### config.mk
export PLATFORM = sky130hd
export DESIGN_NAME = ubd_top
export DESIGN_NICKNAME = d
export VERILOG_FILES = /design/src/hw/ubd_top.v
export VERILOG_INCLUDE_DIRS = /design/src /design/src/include
export SDC_FILE = /design/constraint.sdc
export NUM_CORES = 1
export LEC_CHECK = 0
export BUFFER_PORTS_ARGS = -buffer_cell sky130_fd_sc_hd__buf_2
export CORE_MARGIN = 10
export CORE_UTILIZATION = 37
export DETAILED_ROUTE_END_ITERATION = 10
export PLACE_DENSITY_LB_ADDON = 0.1
export SYNTH_ARGS = -nofsm -noshare
export SYNTH_HDL_FRONTEND = slang
export SYNTH_SLANG_ARGS = --single-unit
### constraint.sdc
create_clock -name clk_i -period 8 [get_ports clk_i]
set_input_delay 1.6 -clock clk_i [delete_from_list [all_inputs] [get_ports clk_i]]
set_output_delay 1.6 -clock clk_i [all_outputs]
set_load 0.02 [all_outputs]
### src/include/ubd_defines.vh
// Constants for the baud divider and LIN synchronisation block.
// Function
// - Without fraction, baud is clock over 16 times 2^prescale times reload plus one.
// - With fraction enabled, prescaled rate is scaled by step over 256.
// - Generated baud never exceeds one thirty-second of the clock.
// - Eight-bit baud reload is software writable and reloaded into the timer.
// - Prescale select divides by a power of two: 1, 2, 4 and onward.
// - Timer 1 source gives 2^double times clock over 64 times (256 minus high byte).
// - Divider mode select set turns the divider into a plain timer, no baud unless Timer 1 is the source.
// - Plain timer counts up each clock from the step value, readable as result.
// - Each plain timer overflow sets the overflow flag and raises a request.
// - Plain timer output rate is clock over 256 minus step.
// - A break holds the line dominant for at least 13 bit times.
// - Header is break, sync byte 55h, identifier; data and checksum follow.
// - Only a master node sends the header.
// - Break is made by separate logic; sync and identifier are normal characters.
// - The incoming rate is measured by the Timer 2 counter and sets baud timing; here the separate autobaud counter meas_cnt_r does the measuring.
// - Every received header is measured again and the baud reprogrammed.
// - Sequence: prepare, wait for frame, adjust baud, then handle the frame.
// - Standard LIN uses the prescaler alone for automatic baud calculation; here autobaud writes the reload register and keeps the software prescale.
`ifndef UBD_DEFINES_VH
`define UBD_DEFINES_VH

// Register byte offsets.
`define UBD_ADR_BAUD_CTRL 8'h00
`define UBD_ADR_BAUD_RELOAD 8'h04
`define UBD_ADR_FRAC_STEP 8'h08
`define UBD_ADR_DIV_CTRL 8'h0C
`define UBD_ADR_DIV_RESULT 8'h10
`define UBD_ADR_TIMER1 8'h14
`define UBD_ADR_LIN_CTRL 8'h18
`define UBD_ADR_LIN_STAT 8'h1C

// Baud control fields.
`define UBD_BC_PRE_LSB 0
`define UBD_BC_FRAC_EN 3
`define UBD_BC_SRC_T1 4
// Divider control fields.
`define UBD_DC_EN 0
`define UBD_DC_MODE 1
`define UBD_DC_OVF 2
// Timer 1 fields.
`define UBD_T1_DOUBLE 8
// LIN control fields.
`define UBD_LC_MASTER 0
`define UBD_LC_BREAK 1
`define UBD_LC_AUTO 2

// Reset values.
`define UBD_RST_BYTE 8'h00
`define UBD_RST_PRE 3'h0

// Fixed figures of the divider chain.
`define UBD_CNT_MAX 8'hFF
`define UBD_OS_LAST 4'hF
`define UBD_SYNC_FALLS 3'h4
`define UBD_MEAS_SHIFT 4'h7
`define UBD_BREAK_BITS 5'hD

`endif

### src/hw/ubd_top.v
// Baud generator, plain divider timer and LIN break and autobaud logic.
`include "ubd_defines.vh"

module ubd_top #(
  parameter BRK_MIN_CYC = 16'h03E8,
  parameter MEAS_W = 16
) (
  input wire clk_i,
  input wire rst_i,
  input wire wb_cyc_i,
  input wire wb_stb_i,
  input wire wb_we_i,
  input wire [7:0] wb_adr_i,
  input wire [3:0] wb_sel_i,
  input wire [31:0] wb_dat_i,
  output reg [31:0] wb_dat_o,
  output reg wb_ack_o,
  input wire lin_rx_i,
  input wire uart_txd_i,
  output reg lin_tx_o,
  output reg baud_tick_o,
  output reg divided_output_clock_o,
  output reg divider_irq_o
);

  // ---------------------------------------------------------------
  // State and register declarations
  // ---------------------------------------------------------------
  localparam S_PREP = 3'h0;
  localparam S_WAIT = 3'h1;
  localparam S_BRK = 3'h2;
  localparam S_SYNC = 3'h3;
  localparam S_MEAS = 3'h4;
  localparam S_ADJ = 3'h5;
  localparam S_FRAME = 3'h6;
  localparam [MEAS_W-1:0] MEAS_ONE = {{(MEAS_W-1){1'b0}}, 1'b1};

  reg [2:0] prescale_select_r;
  reg frac_en_r;
  reg src_t1_r;
  reg [7:0] baud_reload_r;
  reg [7:0] fraction_step_r;
  reg divider_enable_r;
  reg divider_mode_select_r;
  reg divider_overflow_flag_r;
  reg [7:0] div_cnt_r;
  reg [7:0] timer1_high_byte_r;
  reg baud_double_r;
  reg lin_master_r;
  reg auto_en_r;
  reg brk_go_r;
  reg [7:0] pre_cnt_r;
  reg [7:0] rel_cnt_r;
  reg [8:0] frac_acc_r;
  reg mcyc_r;
  reg [7:0] t1_cnt_r;
  reg t1_half_r;
  reg brk_busy_r;
  reg [3:0] brk_os_r;
  reg [4:0] brk_bits_r;
  reg rx_s1_r;
  reg rx_s2_r;
  reg rx_prev_r;
  reg [2:0] state_r;
  reg [MEAS_W-1:0] meas_cnt_r;
  reg [MEAS_W-1:0] meas_last_r;
  reg [2:0] falls_r;
  reg frame_seen_r;

  wire bus_req;
  wire wr_en;
  wire div_run;
  wire div_ovf;
  wire [7:0] pre_mask;
  wire [7:0] eff_reload;
  wire pre_tick;
  wire os_tick;
  wire [8:0] frac_sum;
  wire t1_ovf;
  wire t1_tick;
  wire gen_tick;
  wire rx_fall;
  wire rx_rise;
  wire [MEAS_W-1:0] meas_shift;
  wire [7:0] auto_reload;

  // Write one lane check: a byte lane must be enabled for the low byte.
  function lane_hit;
    input [7:0] adr;
    input [7:0] off;
    input [3:0] sel;
    begin
      lane_hit = (adr == off) && sel[0];
    end
  endfunction

  // ---------------------------------------------------------------
  // Bus qualification
  // ---------------------------------------------------------------
  assign bus_req = wb_cyc_i && wb_stb_i && !wb_ack_o;
  assign wr_en = bus_req && wb_we_i;

  // ---------------------------------------------------------------
  // Baud chain: prescaler, reload timer and fraction
  // ---------------------------------------------------------------
  // Prescale mask selects a power of two divide.
  assign pre_mask = (8'h01 << prescale_select_r) - 8'h01;
  assign pre_tick = (pre_cnt_r == pre_mask);
  // A product of one would give clock/16; force a floor of two.
  assign eff_reload = ((prescale_select_r == `UBD_RST_PRE) && (baud_reload_r == `UBD_RST_BYTE))
                      ? 8'h01 : baud_reload_r;
  // A count left above a freshly lowered reload wraps at once instead of running to 255.
  assign os_tick = pre_tick && (rel_cnt_r >= eff_reload);
  assign frac_sum = {1'b0, frac_acc_r[7:0]} + {1'b0, fraction_step_r};

  // Timer 1 overflow; half rate unless the doubling bit is set.
  assign t1_ovf = mcyc_r && (t1_cnt_r == `UBD_CNT_MAX);
  assign t1_tick = t1_ovf && (baud_double_r || t1_half_r);

  // Select the oversample tick source; plain divider mode stops it unless Timer 1 is the source.
  assign gen_tick = src_t1_r ? t1_tick :
                    (divider_mode_select_r ? 1'b0 :
                    (frac_en_r ? (os_tick && frac_sum[8]) : os_tick));

  // Prescaler and reload counters run continuously.
  always @(posedge clk_i) begin
    if (rst_i) begin
      pre_cnt_r <= `UBD_RST_BYTE;
      rel_cnt_r <= `UBD_RST_BYTE;
      frac_acc_r <= 9'h000;
    end else begin
      pre_cnt_r <= pre_tick ? `UBD_RST_BYTE : pre_cnt_r + 8'h01;
      if (pre_tick) begin
        // Count restarts from zero at each wrap; the live reload is compared at every prescaler tick.
        rel_cnt_r <= (rel_cnt_r >= eff_reload) ? `UBD_RST_BYTE : rel_cnt_r + 8'h01;
      end
      if (os_tick && frac_en_r) begin
        frac_acc_r <= {1'b0, frac_sum[7:0]};
      end
    end
  end

  // Timer 1 counts machine cycles of two clocks with auto-reload.
  always @(posedge clk_i) begin
    if (rst_i) begin
      mcyc_r <= 1'b0;
      t1_cnt_r <= `UBD_RST_BYTE;
      t1_half_r <= 1'b0;
    end else begin
      mcyc_r <= !mcyc_r;
      if (t1_ovf) begin
        t1_cnt_r <= timer1_high_byte_r;
        t1_half_r <= !t1_half_r;
      end else if (mcyc_r) begin
        t1_cnt_r <= t1_cnt_r + 8'h01;
      end
    end
  end

  // Oversample tick output.
  always @(posedge clk_i) begin
    if (rst_i) begin
      baud_tick_o <= 1'b0;
    end else begin
      baud_tick_o <= gen_tick;
    end
  end

  // ---------------------------------------------------------------
  // Plain divider timer
  // ---------------------------------------------------------------
  assign div_run = divider_mode_select_r && divider_enable_r;
  assign div_ovf = div_run && (div_cnt_r == `UBD_CNT_MAX);

  // Counter, reload on overflow and the output pulses.
  always @(posedge clk_i) begin
    if (rst_i) begin
      div_cnt_r <= `UBD_RST_BYTE;
      divided_output_clock_o <= 1'b0;
    end else begin
      if (div_ovf) begin
        div_cnt_r <= fraction_step_r;
      end else if (div_run) begin
        div_cnt_r <= div_cnt_r + 8'h01;
      end
      divided_output_clock_o <= div_ovf;
    end
  end

  // ---------------------------------------------------------------
  // Line input synchroniser and edge detect
  // ---------------------------------------------------------------
  always @(posedge clk_i) begin
    if (rst_i) begin
      rx_s1_r <= 1'b1;
      rx_s2_r <= 1'b1;
      rx_prev_r <= 1'b1;
    end else begin
      rx_s1_r <= lin_rx_i;
      rx_s2_r <= rx_s1_r;
      rx_prev_r <= rx_s2_r;
    end
  end

  assign rx_fall = rx_prev_r && !rx_s2_r;
  assign rx_rise = !rx_prev_r && rx_s2_r;

  // ---------------------------------------------------------------
  // Break generator for master nodes
  // ---------------------------------------------------------------
  // Break is held low for a counted number of bit times.
  always @(posedge clk_i) begin
    if (rst_i) begin
      brk_busy_r <= 1'b0;
      brk_os_r <= 4'h0;
      brk_bits_r <= 5'h00;
      lin_tx_o <= 1'b1;
    end else begin
      if (!brk_busy_r) begin
        if (brk_go_r && lin_master_r) begin
          brk_busy_r <= 1'b1;
          brk_os_r <= 4'h0;
          brk_bits_r <= 5'h00;
        end
      end else if (gen_tick) begin
        brk_os_r <= brk_os_r + 4'h1;
        if (brk_os_r == `UBD_OS_LAST) begin
          brk_bits_r <= brk_bits_r + 5'h01;
          if (brk_bits_r == `UBD_BREAK_BITS - 5'h01) begin
            brk_busy_r <= 1'b0;
          end
        end
      end
      // Sync byte and identifier come from the serial core.
      lin_tx_o <= brk_busy_r ? 1'b0 : uart_txd_i;
    end
  end

  // ---------------------------------------------------------------
  // Autobaud measuring timer and sequence
  // ---------------------------------------------------------------
  // Eight bit times span five falls of the sync byte.
  assign meas_shift = meas_last_r >> (`UBD_MEAS_SHIFT + {1'b0, prescale_select_r});
  assign auto_reload = (meas_shift[7:0] == `UBD_RST_BYTE) ? `UBD_RST_BYTE
                       : meas_shift[7:0] - 8'h01;

  // Sequence: prepare, wait for break, time sync, adjust, frame.
  always @(posedge clk_i) begin
    if (rst_i) begin
      state_r <= S_PREP;
      meas_cnt_r <= {MEAS_W{1'b0}};
      meas_last_r <= {MEAS_W{1'b0}};
      falls_r <= 3'h0;
      frame_seen_r <= 1'b0;
    end else begin
      case (state_r)
        S_PREP: begin
          meas_cnt_r <= {MEAS_W{1'b0}};
          falls_r <= 3'h0;
          if (auto_en_r) begin
            state_r <= S_WAIT;
          end
        end
        S_WAIT: begin
          meas_cnt_r <= {MEAS_W{1'b0}};
          if (!auto_en_r) begin
            state_r <= S_PREP;
          end else if (rx_fall) begin
            state_r <= S_BRK;
          end
        end
        S_BRK: begin
          if (meas_cnt_r != {MEAS_W{1'b1}}) begin
            meas_cnt_r <= meas_cnt_r + MEAS_ONE;
          end
          if (rx_rise) begin
            state_r <= (meas_cnt_r >= BRK_MIN_CYC[MEAS_W-1:0]) ? S_SYNC : S_WAIT;
          end
        end
        S_SYNC: begin
          meas_cnt_r <= {MEAS_W{1'b0}};
          falls_r <= 3'h0;
          if (rx_fall) begin
            state_r <= S_MEAS;
          end
        end
        S_MEAS: begin
          meas_cnt_r <= meas_cnt_r + MEAS_ONE;
          if (rx_fall) begin
            falls_r <= falls_r + 3'h1;
            if (falls_r == `UBD_SYNC_FALLS - 3'h1) begin
              meas_last_r <= meas_cnt_r + MEAS_ONE;
              state_r <= S_ADJ;
            end
          end
        end
        S_ADJ: begin
          state_r <= S_FRAME;
        end
        S_FRAME: begin
          frame_seen_r <= 1'b1;
          state_r <= S_PREP;
        end
        default: begin
          state_r <= S_PREP;
        end
      endcase
    end
  end

  // ---------------------------------------------------------------
  // Register writes
  // ---------------------------------------------------------------
  // Software writes; autobaud updates the reload in its adjust step.
  always @(posedge clk_i) begin
    if (rst_i) begin
      prescale_select_r <= `UBD_RST_PRE;
      frac_en_r <= 1'b0;
      src_t1_r <= 1'b0;
      baud_reload_r <= `UBD_RST_BYTE;
      fraction_step_r <= `UBD_RST_BYTE;
      divider_enable_r <= 1'b0;
      divider_mode_select_r <= 1'b0;
      timer1_high_byte_r <= `UBD_RST_BYTE;
      baud_double_r <= 1'b0;
      lin_master_r <= 1'b0;
      auto_en_r <= 1'b0;
      brk_go_r <= 1'b0;
    end else begin
      brk_go_r <= 1'b0;
      if (wr_en && lane_hit(wb_adr_i, `UBD_ADR_BAUD_CTRL, wb_sel_i)) begin
        prescale_select_r <= wb_dat_i[`UBD_BC_PRE_LSB +: 3];
        frac_en_r <= wb_dat_i[`UBD_BC_FRAC_EN];
        src_t1_r <= wb_dat_i[`UBD_BC_SRC_T1];
      end
      if (state_r == S_ADJ) begin
        baud_reload_r <= auto_reload;
      end else if (wr_en && lane_hit(wb_adr_i, `UBD_ADR_BAUD_RELOAD, wb_sel_i)) begin
        baud_reload_r <= wb_dat_i[7:0];
      end
      if (wr_en && lane_hit(wb_adr_i, `UBD_ADR_FRAC_STEP, wb_sel_i)) begin
        fraction_step_r <= wb_dat_i[7:0];
      end
      if (wr_en && lane_hit(wb_adr_i, `UBD_ADR_DIV_CTRL, wb_sel_i)) begin
        divider_enable_r <= wb_dat_i[`UBD_DC_EN];
        divider_mode_select_r <= wb_dat_i[`UBD_DC_MODE];
      end
      if (wr_en && lane_hit(wb_adr_i, `UBD_ADR_TIMER1, wb_sel_i)) begin
        timer1_high_byte_r <= wb_dat_i[7:0];
      end
      if (wr_en && (wb_adr_i == `UBD_ADR_TIMER1) && wb_sel_i[1]) begin
        baud_double_r <= wb_dat_i[`UBD_T1_DOUBLE];
      end
      if (wr_en && lane_hit(wb_adr_i, `UBD_ADR_LIN_CTRL, wb_sel_i)) begin
        lin_master_r <= wb_dat_i[`UBD_LC_MASTER];
        brk_go_r <= wb_dat_i[`UBD_LC_BREAK];
        auto_en_r <= wb_dat_i[`UBD_LC_AUTO];
      end
    end
  end

  // Overflow flag: hardware set wins over a write-one clear.
  always @(posedge clk_i) begin
    if (rst_i) begin
      divider_overflow_flag_r <= 1'b0;
      divider_irq_o <= 1'b0;
    end else begin
      if (div_ovf) begin
        divider_overflow_flag_r <= 1'b1;
      end else if (wr_en && lane_hit(wb_adr_i, `UBD_ADR_DIV_CTRL, wb_sel_i)
                   && wb_dat_i[`UBD_DC_OVF]) begin
        divider_overflow_flag_r <= 1'b0;
      end
      divider_irq_o <= div_ovf;
    end
  end

  // ---------------------------------------------------------------
  // Bus answer and read data
  // ---------------------------------------------------------------
  // Ack one cycle after the request; unmapped reads return zero.
  always @(posedge clk_i) begin
    if (rst_i) begin
      wb_ack_o <= 1'b0;
      wb_dat_o <= 32'h00000000;
    end else begin
      wb_ack_o <= bus_req;
      wb_dat_o <= 32'h00000000;
      if (bus_req && !wb_we_i) begin
        if (wb_adr_i == `UBD_ADR_BAUD_CTRL) begin
          wb_dat_o <= {27'h0000000, src_t1_r, frac_en_r, prescale_select_r};
        end else if (wb_adr_i == `UBD_ADR_BAUD_RELOAD) begin
          wb_dat_o <= {24'h000000, baud_reload_r};
        end else if (wb_adr_i == `UBD_ADR_FRAC_STEP) begin
          wb_dat_o <= {24'h000000, fraction_step_r};
        end else if (wb_adr_i == `UBD_ADR_DIV_CTRL) begin
          wb_dat_o <= {29'h00000000, divider_overflow_flag_r, divider_mode_select_r,
                       divider_enable_r};
        end else if (wb_adr_i == `UBD_ADR_DIV_RESULT) begin
          wb_dat_o <= {24'h000000, div_cnt_r};
        end else if (wb_adr_i == `UBD_ADR_TIMER1) begin
          wb_dat_o <= {23'h000000, baud_double_r, timer1_high_byte_r};
        end else if (wb_adr_i == `UBD_ADR_LIN_CTRL) begin
          wb_dat_o <= {28'h0000000, brk_busy_r, auto_en_r, 1'b0, lin_master_r};
        end else if (wb_adr_i == `UBD_ADR_LIN_STAT) begin
          wb_dat_o <= {meas_last_r, 12'h000, frame_seen_r, state_r};
        end
      end
    end
  end

endmodule // ubd_top

=== After elaboration in Yosys (flattened, before gate mapping) ===
Cells that the tools add are included.
W data, S select, Z words.

* Register bits after elaboration: 166
* Latch bits: 0
* RAM bits: 0
* Memory bits (read-only): 0
* Bits of input ports: 51
* Output and inout port bits: 37
* Logic and storage cells: 200
* Memories kept: 0

* Add/subtract/negate cells: 12
* Multiply operators: 0
* Divide/modulo/power cells: 0
* $lt $le $gt $ge: 2
* Equality and inequality tests: 29
* Shift operators: 2
* Muxes and demuxes: 48
* Bitwise operators: 3
* Reductions and logical operators: 64

{| class="wikitable"
|+ Operators with widths
! cell !! count
|-
| $mux W8 || 13
|-
| $pmux W16 S3 || 1
|-
| $add A8 B1 Y8 const B || 4
|-
| $eq A8 B5 Y1 const B || 4
|-
| $logic_and A1 B1 Y1 || 30
|-
| $mux W5 || 5
|-
| $logic_not A8 Y1 || 3
|-
| $mux W3 || 8
|-
| $mux W9 || 2
|-
| $pmux W3 S6 || 1
|-
| $add A16 B1 Y16 const B || 1
|-
| $eq A8 B4 Y1 const B || 2
|-
| $eq A8 B8 Y1 const B || 2
|-
| $ge A16 B10 Y1 const B || 1
|-
| $mux W16 || 1
|-
| $mux W4 || 4
|-
| $ne A16 B16 Y1 const B || 1
|-
| $shr A16 B4 Y8 || 1
|-
| $sub A8 B1 Y8 const B || 2
|-
| $ne A2 B2 Y1 const B || 6
|-
| $reduce_bool A2 Y1 || 6
|-
| $mux W1 || 11
|-
| $reduce_or A10 Y1 || 1
|-
| $add A8 B8 Y9 || 1
|-
| 29 further kinds || 49
|}

=== Depth between registers and ports, before layout ===
Gate-level depths: netlist (run 1).

* Depth after elaboration: 11
* Depth in mapped cells: 14
* Depth with buffers taken out: 11

=== Worst setup path after synthesis (run 1) ===
Ideal clock, no wire load.

* Kind: input port to flip-flop
* Start: input wb_adr_i[7]
* End: register fraction_step_r[1]
* Library setup time: 0.128 ns
* Arrival: 3.080 ns
* Required time: 7.872 ns
* Slack: 4.793 ns
* Cell stages on the path: 7
* Buffers on the path: 2
* Path through: or4_1 > buf_2 > nor3_4 > and2_1 > buf_4 > mux2i_1 > nor2_1

* Longest elaborated chain between the ends: 3

{| class="wikitable"
|+ Ends and longest elaborated chain
! element !! line !! text
|-
| from (decl) || ubd_top.v:13 || <nowiki>input wire [7:0] wb_adr_i,</nowiki>
|-
| $eq A8 B4 Y1 || ubd_top.v:93 || <nowiki>lane_hit = (adr == off) && sel[0];</nowiki>
|-
| $logic_and A1 B1 Y1 || ubd_top.v:93 ||
|-
| $logic_and A1 B1 Y1 || ubd_top.v:341 || <nowiki>if (wr_en && lane_hit(wb_adr_i, `UBD_ADR_FRAC_STEP, wb_sel_i)) begin</nowiki>
|-
| to (signal assigned) || ubd_top.v:321 || <nowiki>fraction_step_r <= `UBD_RST_BYTE;</nowiki>
|-
| to (signal assigned) || ubd_top.v:342 || <nowiki>fraction_step_r <= wb_dat_i[7:0];</nowiki>
|-
| to (decl) || ubd_top.v:42 || <nowiki>reg [7:0] fraction_step_r;</nowiki>
|}

Every way passes these cells.
A chain may end at the register's enable or synchronous reset.

=== Worst setup path in the final report (run 1) ===
* Start: input wb_adr_i[7]
* End: register wb_dat_o[31]

* Longest elaborated chain between the ends: 3
* Elaborated cells between the ends (all ways): 10
* Classes of those cells: eq/ne (7); bitwise (1); reduce/logical (2)

{| class="wikitable"
|+ Ends and longest elaborated chain
! element !! line !! text
|-
| $eq A8 B5 Y1 (no line) || -- ||
|-
| $not A1 Y1 (no line) || -- ||
|-
| $reduce_or A10 Y1 (no line) * || -- ||
|-
| to (signal assigned) || ubd_top.v:391 || <nowiki>wb_dat_o <= {27'h0000000, src_t1_r, frac_en_r, prescale_select_r};</nowiki>
|-
| to (signal assigned) || ubd_top.v:393 || <nowiki>wb_dat_o <= {24'h000000, baud_reload_r};</nowiki>
|-
| to (signal assigned) || ubd_top.v:395 || <nowiki>wb_dat_o <= {24'h000000, fraction_step_r};</nowiki>
|-
| to (decl) || ubd_top.v:16 || <nowiki>output reg [31:0] wb_dat_o,</nowiki>
|}

Mark *: on every way between the ends. The rest lies on a longest branch, timed or not.

==> results of run 1 <==
per-layer routing:
metal	share of wire, %	routed length, um	up-vias
met5	0	0	-
met1	49	10690	3268
met3	4.1	879	17
met2	45	9810	117
met4	1.1	243	0
li1	-	-	3556
flip-flops by register name (all words and copies together) (netlist names), 4 cells and up:
signal	flops
meas_last_r	16
brk_os_r	4
rel_cnt_r	8
baud_reload_r	8
t1_cnt_r	8
wb_dat_o	25
timer1_high_byte_r	8
pre_cnt_r	8
meas_cnt_r	16
brk_bits_r	5
frac_acc_r	8
fraction_step_r	8
div_cnt_r	8
where the power goes:
group	internal (uW)	total (uW)	switching (uW)	leakage, uW
Clock	446	807	361	0.000271
Sequential	801	810	8.62	0.00128
Combinational	40.2	117	76.7	0.00178
Total	1290	1730	446	0.00333
through the flow:
| step | utilization (%) | area [sq um] | total power [uW] |
|---|---|---|---|
| floorplan | - | 8335 | 910.7 |
| global placement | 39.58 | 8691 | 944.5 |
| detailed placement | 39.58 | 8691 | 944.6 |
| CTS | 42.18 | 9263 | 1753 |
| global route | 42.18 | 9263 | 1798 |
| finish | 42.18 | 9263 | 1733 |
worst min path at each step:
stage | cells after the start | end | slack (ps)
detailed placement | 1 | rx_s2_r | 400
global placement | 1 | rx_s2_r | 390
CTS | 1 | rx_s2_r | 420
global route | 1 | rx_s2_r | 420
finish | 1 | rx_s2_r | 410
floorplan | 1 | rx_s2_r | 390
synth_stat cells (8+ instances only):
| cell | number |
|---|---|
| a211oi_1 | 22 |
| a21oi_1 | 78 |
| a22oi_1 | 12 |
| a311oi_1 | 14 |
| and2_1 | 24 |
| and3_1 | 17 |
| buf_2 | 14 |
| buf_4 | 12 |
| clkbuf_1 | 33 |
| dfxtp_1 | 159 |
| ha_1 | 29 |
| inv_1 | 32 |
| mux2i_1 | 38 |
| nand2_1 | 82 |
| nand3_1 | 39 |
| nand4_1 | 12 |
| nor2_1 | 117 |
| nor2b_1 | 10 |
| nor3_1 | 28 |
| o21a_1 | 8 |
| o21ai_0 | 27 |
| or3_1 | 8 |
| xnor2_1 | 20 |
| xor2_1 | 17 |
logic make-up after synthesis:
logic type / share of synthesized area (%)
compound gates: 18.63
other cells: 0.04511
fa+ha+maj: 4.606
flops: 38.29
xor+xnor: 3.898
buf+inv: 5.403
simple gates: 22.83
mux: 6.291
worst register-to-register path, delay by kind of cell (launching register included):
| kind | cells | cell delay, ps |
|---|---|---|
| DFF | 1 | 380 |
| and+or+nand+nor | 2 | 550 |
| adders and majority gates | 1 | 220 |
| AOI/OAI and AO/OA | 7 | 1830 |
cell type report:
type	instances	area, sq um	share of cell area (%)
Tap cell	280	350.3	3.782
Inverter	33	123.9	1.337
Clock buffer	20	446.7	4.822
Clock inverter	12	125.1	1.351
Timing Repair Buffer	62	330.3	3.566
Sequential cell	159	3183	34.36
Multi-Input combinational cell	733	4703	50.78
==> flow_metrics.py, run 1 <==
metrics = {
    "clock_tree": {
        "htree_levels": 4,
        "insertion_delay_ps": 430,
        "postCtsHoldBufs": 0,
        "post_cts_buffers": 0,
        "clockBufferDepth": 2,
        "cts-root-buf": "clkbuf_16",
        "ctsResizeCount": 0,
        "tritoncts": "yes",
        "clk_pin_slew_ps": 60,
        "cts_inserted_buffers": 17,
        "cts.sinks": 159,
    },
    "worst_setup_path": {
        "critPathMaxStageDelay_ps": 810,
        "endpoint_kind": "register",
        "r2r_setup_slack_ps": 4960,
        "r2r_cells": 10,
        "setup.worst_path.start": "wb_adr_i[7]",
        "worst-path-buf-inv": 1,
        "path_cells": "buf_2 -> nor3_1 -> nand2_1 -> nor2_1 -> nand3_1 -> nor2_1 -> and2_1",
        "crit_type": "input pin to register",
        "critical_path.endpoint": "wb_dat_o[31]",
        "cp_max_fo": 16,
        "cp_data_required_time_ps": 8370,
        "regToRegEndpoint": "brk_os_r[3]",
        "startpoint_type": "input pin",
        "cp.depth": 7,
        "cp_top_family": "simple AND/OR/NAND/NOR gates",
        "worstPathArrival_ps": 3730,
        "rr_startpoint": "baud_reload_r[5]",
        "cpMostUsedCell": "nor2_1",
        "worst_path_max_delay_cell": "nor2_1",
    },
    "layout": {
        "area_growth_pct": 11.42,
        "nNetsFinal": 1087,
        "antenna_cells": 0,
        "layout_common_cells": "dfxtp_1 (159), nor2_1 (117), nand2_1 (82)",
        "drive_above_1_share_pct": 12.46,
        "finalNonFillerCells": 1299,
        "fillCellCount": 2213,
        "layout_commonest_cell": "dfxtp_1",
    },
    "timing": {
        "fin_crit_sh_pct": 42.06,
        "whs_ps": 412.1,
        "worst_slack_ps": 4635,
        "grt_setup_unrepaired": "false",
        "finClkSkew_ps": 9.448,
        "max_slew_margin_pct": 31.69,
        "hold_viol_final": 0,
        "fin_crit_ps": 3365,
        "setup_tns_ps": 0,
        "setup_viol": 0,
        "tightest_slew_ps": 1021,
        "max_freq_mhz": 297.2,
        "slew_violations": 0,
    },
    "global_route": {
        "grt_max_degree": 91,
        "track_usage_pct": 15.19,
        "grt-ovfl-total": 0,
        "grt.busiest_layer": "met2",
        "grt_pass1_wl_um": 35770,
        "antenna_found_initial": 0,
        "grt_util_met3_pct": 3.193,
        "grt_pass1_vias": 6695,
        "gr-usage-met2_pct": 23.93,
        "gr-usage-met1_pct": 20.70,
    },
    "place": {
        "finalWeightedCongestion": 0.8422,
        "dp_cells": 1267,
        "dp_slack_ps": 4122,
        "io_buffers": 55,
        "dpl.hpwl_um": 15440,
    },
    "pwr": {
        "powerDensity_nw_per_um2": 187.1,
        "ir_drop_mv": 0.1296,
        "p_leak_uw": 0.003331,
    },
    "synthesis": {
        "synth-warning-count": 0,
        "synth_top_area_cell": "dfxtp_1",
        "synthArstFlopShare_pct": 0,
        "syn-cell-area_sq_um": 8313,
        "synth_ff_type": "dfxtp_1",
        "syn_avg_cell_area_sq_um": 8.457,
        "synth_area_leaders": "dfxtp_1 (38%), nor2_1 (5.3%), a21oi_1 (4.7%)",
        "ys_types": 80,
        "synthCells": 983,
        "synth_edf_count": 0,
        "yosysSeqAreaShare_pct": 38.29,
        "ys_ff_latch": 159,
        "synth_top_area_share_pct": 38.29,
    },
    "routing": {
        "drtAntennaViolNets": 0,
        "via_per_inst": 5.356,
        "num_vias": 6958,
        "drt-wirelength-per-cell_um": 16.65,
        "drc": 0,
        "dr.pass1.iters": 6,
        "drtIter0Drc": 484,
        "routed_wl_um": 21630,
    },
    "floorplan": {
        "die_w_um": 169.9,
        "floorplan.die.height_um": 169.9,
        "core_area_sq_um": 21960,
        "initial_utilization_pct": 37.86,
        "placementRows": 54,
        "io_pins": 88,
        "die_area_sq_um": 28860,
    },
    "status": {
        "status": "finished, final reports clean",
    },
    "worst_hold_path": {
        "hold_path_class": "register to register",
        "worstHoldStart": "rx_s1_r",
    },
    "run": {
        "cap_violations": 0,
    },
}
Power figures use the tool's default switching activity.
==> inputs of run 2 (changes only) <==
==> constraint.sdc (replaced) <==
create_clock -name clk_i -period 3.31 [get_ports clk_i]
set_input_delay 0.662 -clock clk_i [delete_from_list [all_inputs] [get_ports clk_i]]
set_output_delay 0.662 -clock clk_i [all_outputs]
set_load 0.02 [all_outputs]
==> flow_metrics.py, run 2 (synthesized netlist as in run 1, its figures left out) <==
metrics = {
    "status": {
        "status": "finished, final reports clean",
    },
    "layout": {
        "fillCellCount": 2231,
        "antenna_cells": 0,
        "drive_above_1_share_pct": 13.34,
        "top_regs": "wb_dat_o: 25 flops, meas_cnt_r: 16 flops, meas_last_r: 16 flops",
        "nNetsFinal": 1095,
        "layout_commonest_cell": "dfxtp_1",
        "largest_reg_flops": 25,
        "top_register": "wb_dat_o",
        "finalNonFillerCells": 1307,
        "layout_common_cells": "dfxtp_1 (159), nor2_1 (117), nand2_1 (82)",
        "final_cell_area_sq_um": 9361,
        "area_growth_pct": 12.61,
    },
    "global_route": {
        "grt-ovfl-total": 0,
        "grt_max_degree": 88,
        "track_usage_pct": 15.37,
        "grt_pass1_wl_um": 35960,
        "grt_pass1_vias": 6686,
        "antenna_found_initial": 0,
    },
    "timing": {
        "fin_crit_sh_pct": 88.79,
        "grt_setup_unrepaired": "false",
        "slew_violations": 0,
        "setup_tns_ps": 0,
        "setup_viol": 0,
        "tightest_slew_ps": 942.8,
        "whs_ps": 409.2,
        "fin_crit_ps": 2939,
        "hold_viol_final": 0,
        "max_slew_margin_pct": 37.08,
        "finClkSkew_ps": 12.77,
        "max_freq_mhz": 340.2,
    },
    "clock_tree": {
        "tritoncts": "yes",
        "ctsResizeCount": 0,
        "cts_inserted_buffers": 17,
        "htree_levels": 4,
        "insertion_delay_ps": 430,
        "cts.sinks": 159,
        "cts-root-buf": "clkbuf_16",
        "clockBufferDepth": 2,
        "post_cts_buffers": 0,
        "clk_pin_slew_ps": 70,
        "postCtsHoldBufs": 0,
    },
    "pwr": {
        "powerDensity_nw_per_um2": 453.3,
        "power.switching_uw": 1099,
        "power_frac_clock_pct": 47.2,
        "p_comb_share_pct": 6.7,
        "internal_power_uw": 3144,
        "ir_drop_mv": 0.2489,
        "p_leak_uw": 0.003402,
        "switching_share_pct": 25.91,
        "seq_power_share_pct": 46.0,
    },
    "worst_setup_path": {
        "startpoint_type": "register",
        "crit_type": "register to register",
        "critPathMaxStageDelay_ps": 590,
        "path_cells": "nor4_1 -> a41o_1 -> ha_1 -> nand2b_1 -> a211o_1 -> a21oi_1 -> o211ai_2 -> a32oi_2 -> nor3_1 -> a211oi_2",
        "worstPathArrival_ps": 3290,
        "cp_top_family": "compound AO/OA/AOI/OAI gates",
        "cp_max_fo": 13,
        "cp.depth": 10,
        "r2r_cells": 10,
        "worst_path_max_delay_cell": "a32oi_2",
        "worst-path-buf-inv": 0,
        "cp_data_required_time_ps": 3660,
        "endpoint_kind": "register",
    },
    "routing": {
        "via_per_inst": 5.344,
        "drt-wirelength-per-cell_um": 16.72,
        "dr.pass1.iters": 5,
        "drc": 0,
        "routed_wl_um": 21860,
        "num_vias": 6984,
        "drtAntennaViolNets": 0,
        "drtIter0Drc": 647,
    },
    "floorplan": {
        "initial_utilization_pct": 37.86,
        "core_area_sq_um": 21960,
        "io_pins": 88,
        "placementRows": 54,
        "die_area_sq_um": 28860,
        "floorplan.die.height_um": 169.9,
        "die_w_um": 169.9,
    },
    "run": {
        "cap_violations": 0,
    },
    "place": {
        "dpl.hpwl_um": 15550,
        "place_area_sq_um": 8763,
        "dp_cells": 1275,
        "io_buffers": 55,
        "finalWeightedCongestion": 0.8416,
    },
    "worst_hold_path": {
        "whs_path_depth": 1,
        "hold_path_class": "register to register",
    },
}
-- run 2: layout make-up --
class | instances | area (sq um) | share of cell area [%]
sequential | 159 | 3183 | 34.00
clock buffer | 19 | 452.9 | 4.838
multi-input combinational | 733 | 4703 | 50.24
tap | 280 | 350.3 | 3.742
timing repair buffer | 70 | 402.9 | 4.304
inverter | 33 | 123.9 | 1.323
clock inverter | 13 | 145.1 | 1.550
-- run 2: power by group through the flow --
stage | logic (uW) | registers [uW] | clock network, uW
after global placement | 289 | 2000 | 0
final | 286 | 1950 | 2000
after global routing | 322 | 1960 | 2150
after detailed placement | 288 | 2000 | 0
after CTS | 291 | 1950 | 2060
after floorplan | 198 | 2000 | 0
-- run 2: final timing paths --
check / start / endpoint / slack [ps]
max reg2reg: baud_reload_r[1] / brk_busy_r / 370
min reg2reg: rx_s1_r / rx_s2_r / 410
min: rx_s1_r / rx_s2_r / 410
max: baud_reload_r[1] / brk_busy_r / 370
-- run 2: metal layers --
metal / track usage (%) / vias up / wire [um]
met1: 20.96 / 3268 / 10770
met2: 23.90 / 129 / 9956
li1: - / 3575 / -
met5: 0 / - / 0
met3: 3.471 / 12 / 883
met4: 4.157 / 0 / 249
-- run 2: metrics by stage --
stage / setup WS (ps) / total power, uW / utilization, %
2_1_floorplan: 505.0 / 2201 / -
3_3_place_gp: 392.8 / 2287 / 39.91
3_5_place_dp: 327.3 / 2286 / 39.91
4_1_cts: 315.5 / 4303 / 42.63
5_1_grt: 63.68 / 4428 / 42.63
6_report: 370.9 / 4243 / 42.63
==> inputs of run 3 (changes only) <==
--- a/config.mk
+++ b/config.mk
@@ -8,7 +8,7 @@
 export LEC_CHECK = 0
 export BUFFER_PORTS_ARGS = -buffer_cell sky130_fd_sc_hd__buf_2
 export CORE_MARGIN = 10
-export CORE_UTILIZATION = 37
+export CORE_UTILIZATION = 54
 export DETAILED_ROUTE_END_ITERATION = 10
 export PLACE_DENSITY_LB_ADDON = 0.1
 export SYNTH_ARGS = -nofsm -noshare
==> flow_metrics.py, run 3 (synthesized netlist as in run 1, its figures left out) <==
metrics = {
    "clock_tree": {
        "cts_inserted_buffers": 17,
        "cts.sinks": 159,
        "insertion_delay_ps": 430,
        "tritoncts": "yes",
        "htree_levels": 4,
        "clockBufferDepth": 2,
        "post_cts_buffers": 0,
        "clk_pin_slew_ps": 60,
        "postCtsHoldBufs": 0,
        "ctsResizeCount": 0,
        "cts-root-buf": "clkbuf_16",
    },
    "layout": {
        "largest_reg_flops": 25,
        "post-route-util_pct": 60.76,
        "regArea_sq_um": 3183,
        "top_regs": "wb_dat_o: 25 flops, meas_cnt_r: 16 flops, meas_last_r: 16 flops",
        "area_growth_pct": 10.70,
        "multi_input_area_sq_um": 4703,
        "drive_above_1_share_pct": 13.07,
        "layout_commonest_cell": "dfxtp_1",
        "top_register": "wb_dat_o",
        "antenna_cells": 0,
        "fillCellCount": 1391,
        "layout_common_cells": "dfxtp_1 (159), nor2_1 (117), nand2_1 (82)",
        "nNetsFinal": 1093,
    },
    "global_route": {
        "track_usage_pct": 19.41,
        "antenna_found_initial": 0,
        "grt_max_degree": 49,
        "grt_pass1_vias": 6493,
        "grt-ovfl-total": 0,
        "grt_pass1_wl_um": 32610,
    },
    "worst_setup_path": {
        "endpoint_kind": "register",
        "regToRegEndpoint": "brk_os_r[1]",
        "worstPathArrival_ps": 3190,
        "rr_startpoint": "baud_reload_r[5]",
        "r2r_cells": 10,
        "cp_data_required_time_ps": 3610,
        "crit_type": "register to register",
        "cp_max_fo": 13,
        "r2r_setup_slack_ps": 420,
        "startpoint_type": "register",
    },
    "pwr": {
        "ir_drop_mv": 0.3843,
        "powerDensity_nw_per_um2": 454.1,
        "power_frac_clock_pct": 46.5,
        "internal_power_uw": 3168,
        "p_leak_uw": 0.003369,
        "power.switching_uw": 1011,
        "seq_power_share_pct": 46.8,
        "p_comb_share_pct": 6.7,
        "switching_share_pct": 24.19,
    },
    "worst_hold_path": {
        "worstHoldStart": "rx_s1_r",
        "hold_path_class": "register to register",
        "hold_path_end": "rx_s2_r",
        "whs_path_depth": 1,
    },
    "timing": {
        "grt_setup_unrepaired": "false",
        "setup_tns_ps": 0,
        "finClkSkew_ps": 8.266,
        "tightest_slew_ps": 917.2,
        "hold_viol_final": 0,
        "fin_crit_ps": 2894,
        "setup_viol": 0,
        "fin_crit_sh_pct": 87.43,
        "slew_violations": 0,
        "max_freq_mhz": 345.6,
        "max_slew_margin_pct": 38.79,
    },
    "run": {
        "cap_violations": 0,
    },
    "status": {
        "status": "finished, final reports clean",
    },
    "place": {
        "finalWeightedCongestion": 0.8807,
        "dpl.hpwl_um": 14040,
        "io_buffers": 55,
    },
    "routing": {
        "drtIter0Drc": 458,
        "wl_met2_um": 8921,
        "drtAntennaViolNets": 0,
        "drt-wirelength-per-cell_um": 16.26,
        "num_vias": 7044,
        "routed_wl_um": 19730,
        "wl_met3_um": 1082,
        "via_per_inst": 5.807,
        "drc": 0,
        "wl_met1_um": 9524,
        "dr.pass1.iters": 5,
        "top_layer": "met4",
    },
    "floorplan": {
        "die_w_um": 144.1,
        "die_area_sq_um": 20760,
        "floorplan.die.height_um": 144.1,
        "core_area_sq_um": 15150,
        "placementRows": 45,
        "io_pins": 88,
        "initial_utilization_pct": 54.89,
    },
}
-- run 3: cell count changes in the layout (fill, tap and decap cells not counted), moves of 3 or more --
cell and delta:
clkinv_2 +4, clkinv_4 -3, clkinvlp_4 +4, inv_6 -5
-- run 3: routing by layer --
layer,GRT usage [%],up-vias
met5,0,-
met3,4.395,17
met1,26.34,3305
li1,-,3564
met4,5.266,0
met2,30.27,158
-- run 3: worst max-delay path by stage --
| stage | startpoint | end | slack [ps] |
|---|---|---|---|
| floorplan | prescale_select_r[1] | brk_os_r[1] | 510 |
| global placement | baud_reload_r[5] | brk_os_r[1] | 410 |
| detailed placement | baud_reload_r[5] | brk_os_r[1] | 390 |
| CTS | baud_reload_r[5] | brk_os_r[1] | 380 |
| global route | baud_reload_r[1] | brk_bits_r[1] | 160 |
| finish | baud_reload_r[5] | brk_os_r[1] | 420 |
-- run 3: worst max-delay path: stages (launching register included) --
cell and delay [ps]:
dfxtp_1 370, nor4_1 300, a41o_1 220, ha_1 220, nand2b_1 140, a211o_1 290
a21oi_1 180, o211ai_2 170, a32oi_2 580, mux2i_1 250, nor2_1 50
-- run 3: power by group through the flow --
stage	clock [uW]	combinational, uW	sequential [uW]
global placement	0	279	2000
CTS	1990	285	1950
global route	2070	313	1960
finish	1940	281	1950
floorplan	0	198	2000
detailed placement	0	282	2000
-- run 3: layout make-up --
| type | count | area share (%) |
|---|---|---|
| multi-input cells | 733 | 51.11 |
| flip-flops and latches | 159 | 34.59 |
| clock buffers | 19 | 4.813 |
| repair buffers | 68 | 4.079 |
| well taps | 188 | 2.556 |
| clock inverters | 13 | 1.509 |
| inverters | 33 | 1.346 |
-- run 3: per-stage QoR --
step | power (uW) | hold slack [ps] | instance area, sq um | std cells | worst slack [ps]
after global placement | 2275 | 393.7 | 8621 | 1181 | 410.9
after floorplan | 2201 | 389.5 | 8335 | 989 | 505.0
after global routing | 4339 | 404.4 | 9203 | 1213 | 156.6
final | 4179 | 410.3 | 9203 | 1213 | 416.2
after detailed placement | 2279 | 396.7 | 8621 | 1181 | 388.0
after CTS | 4230 | 398.7 | 9203 | 1213 | 384.6
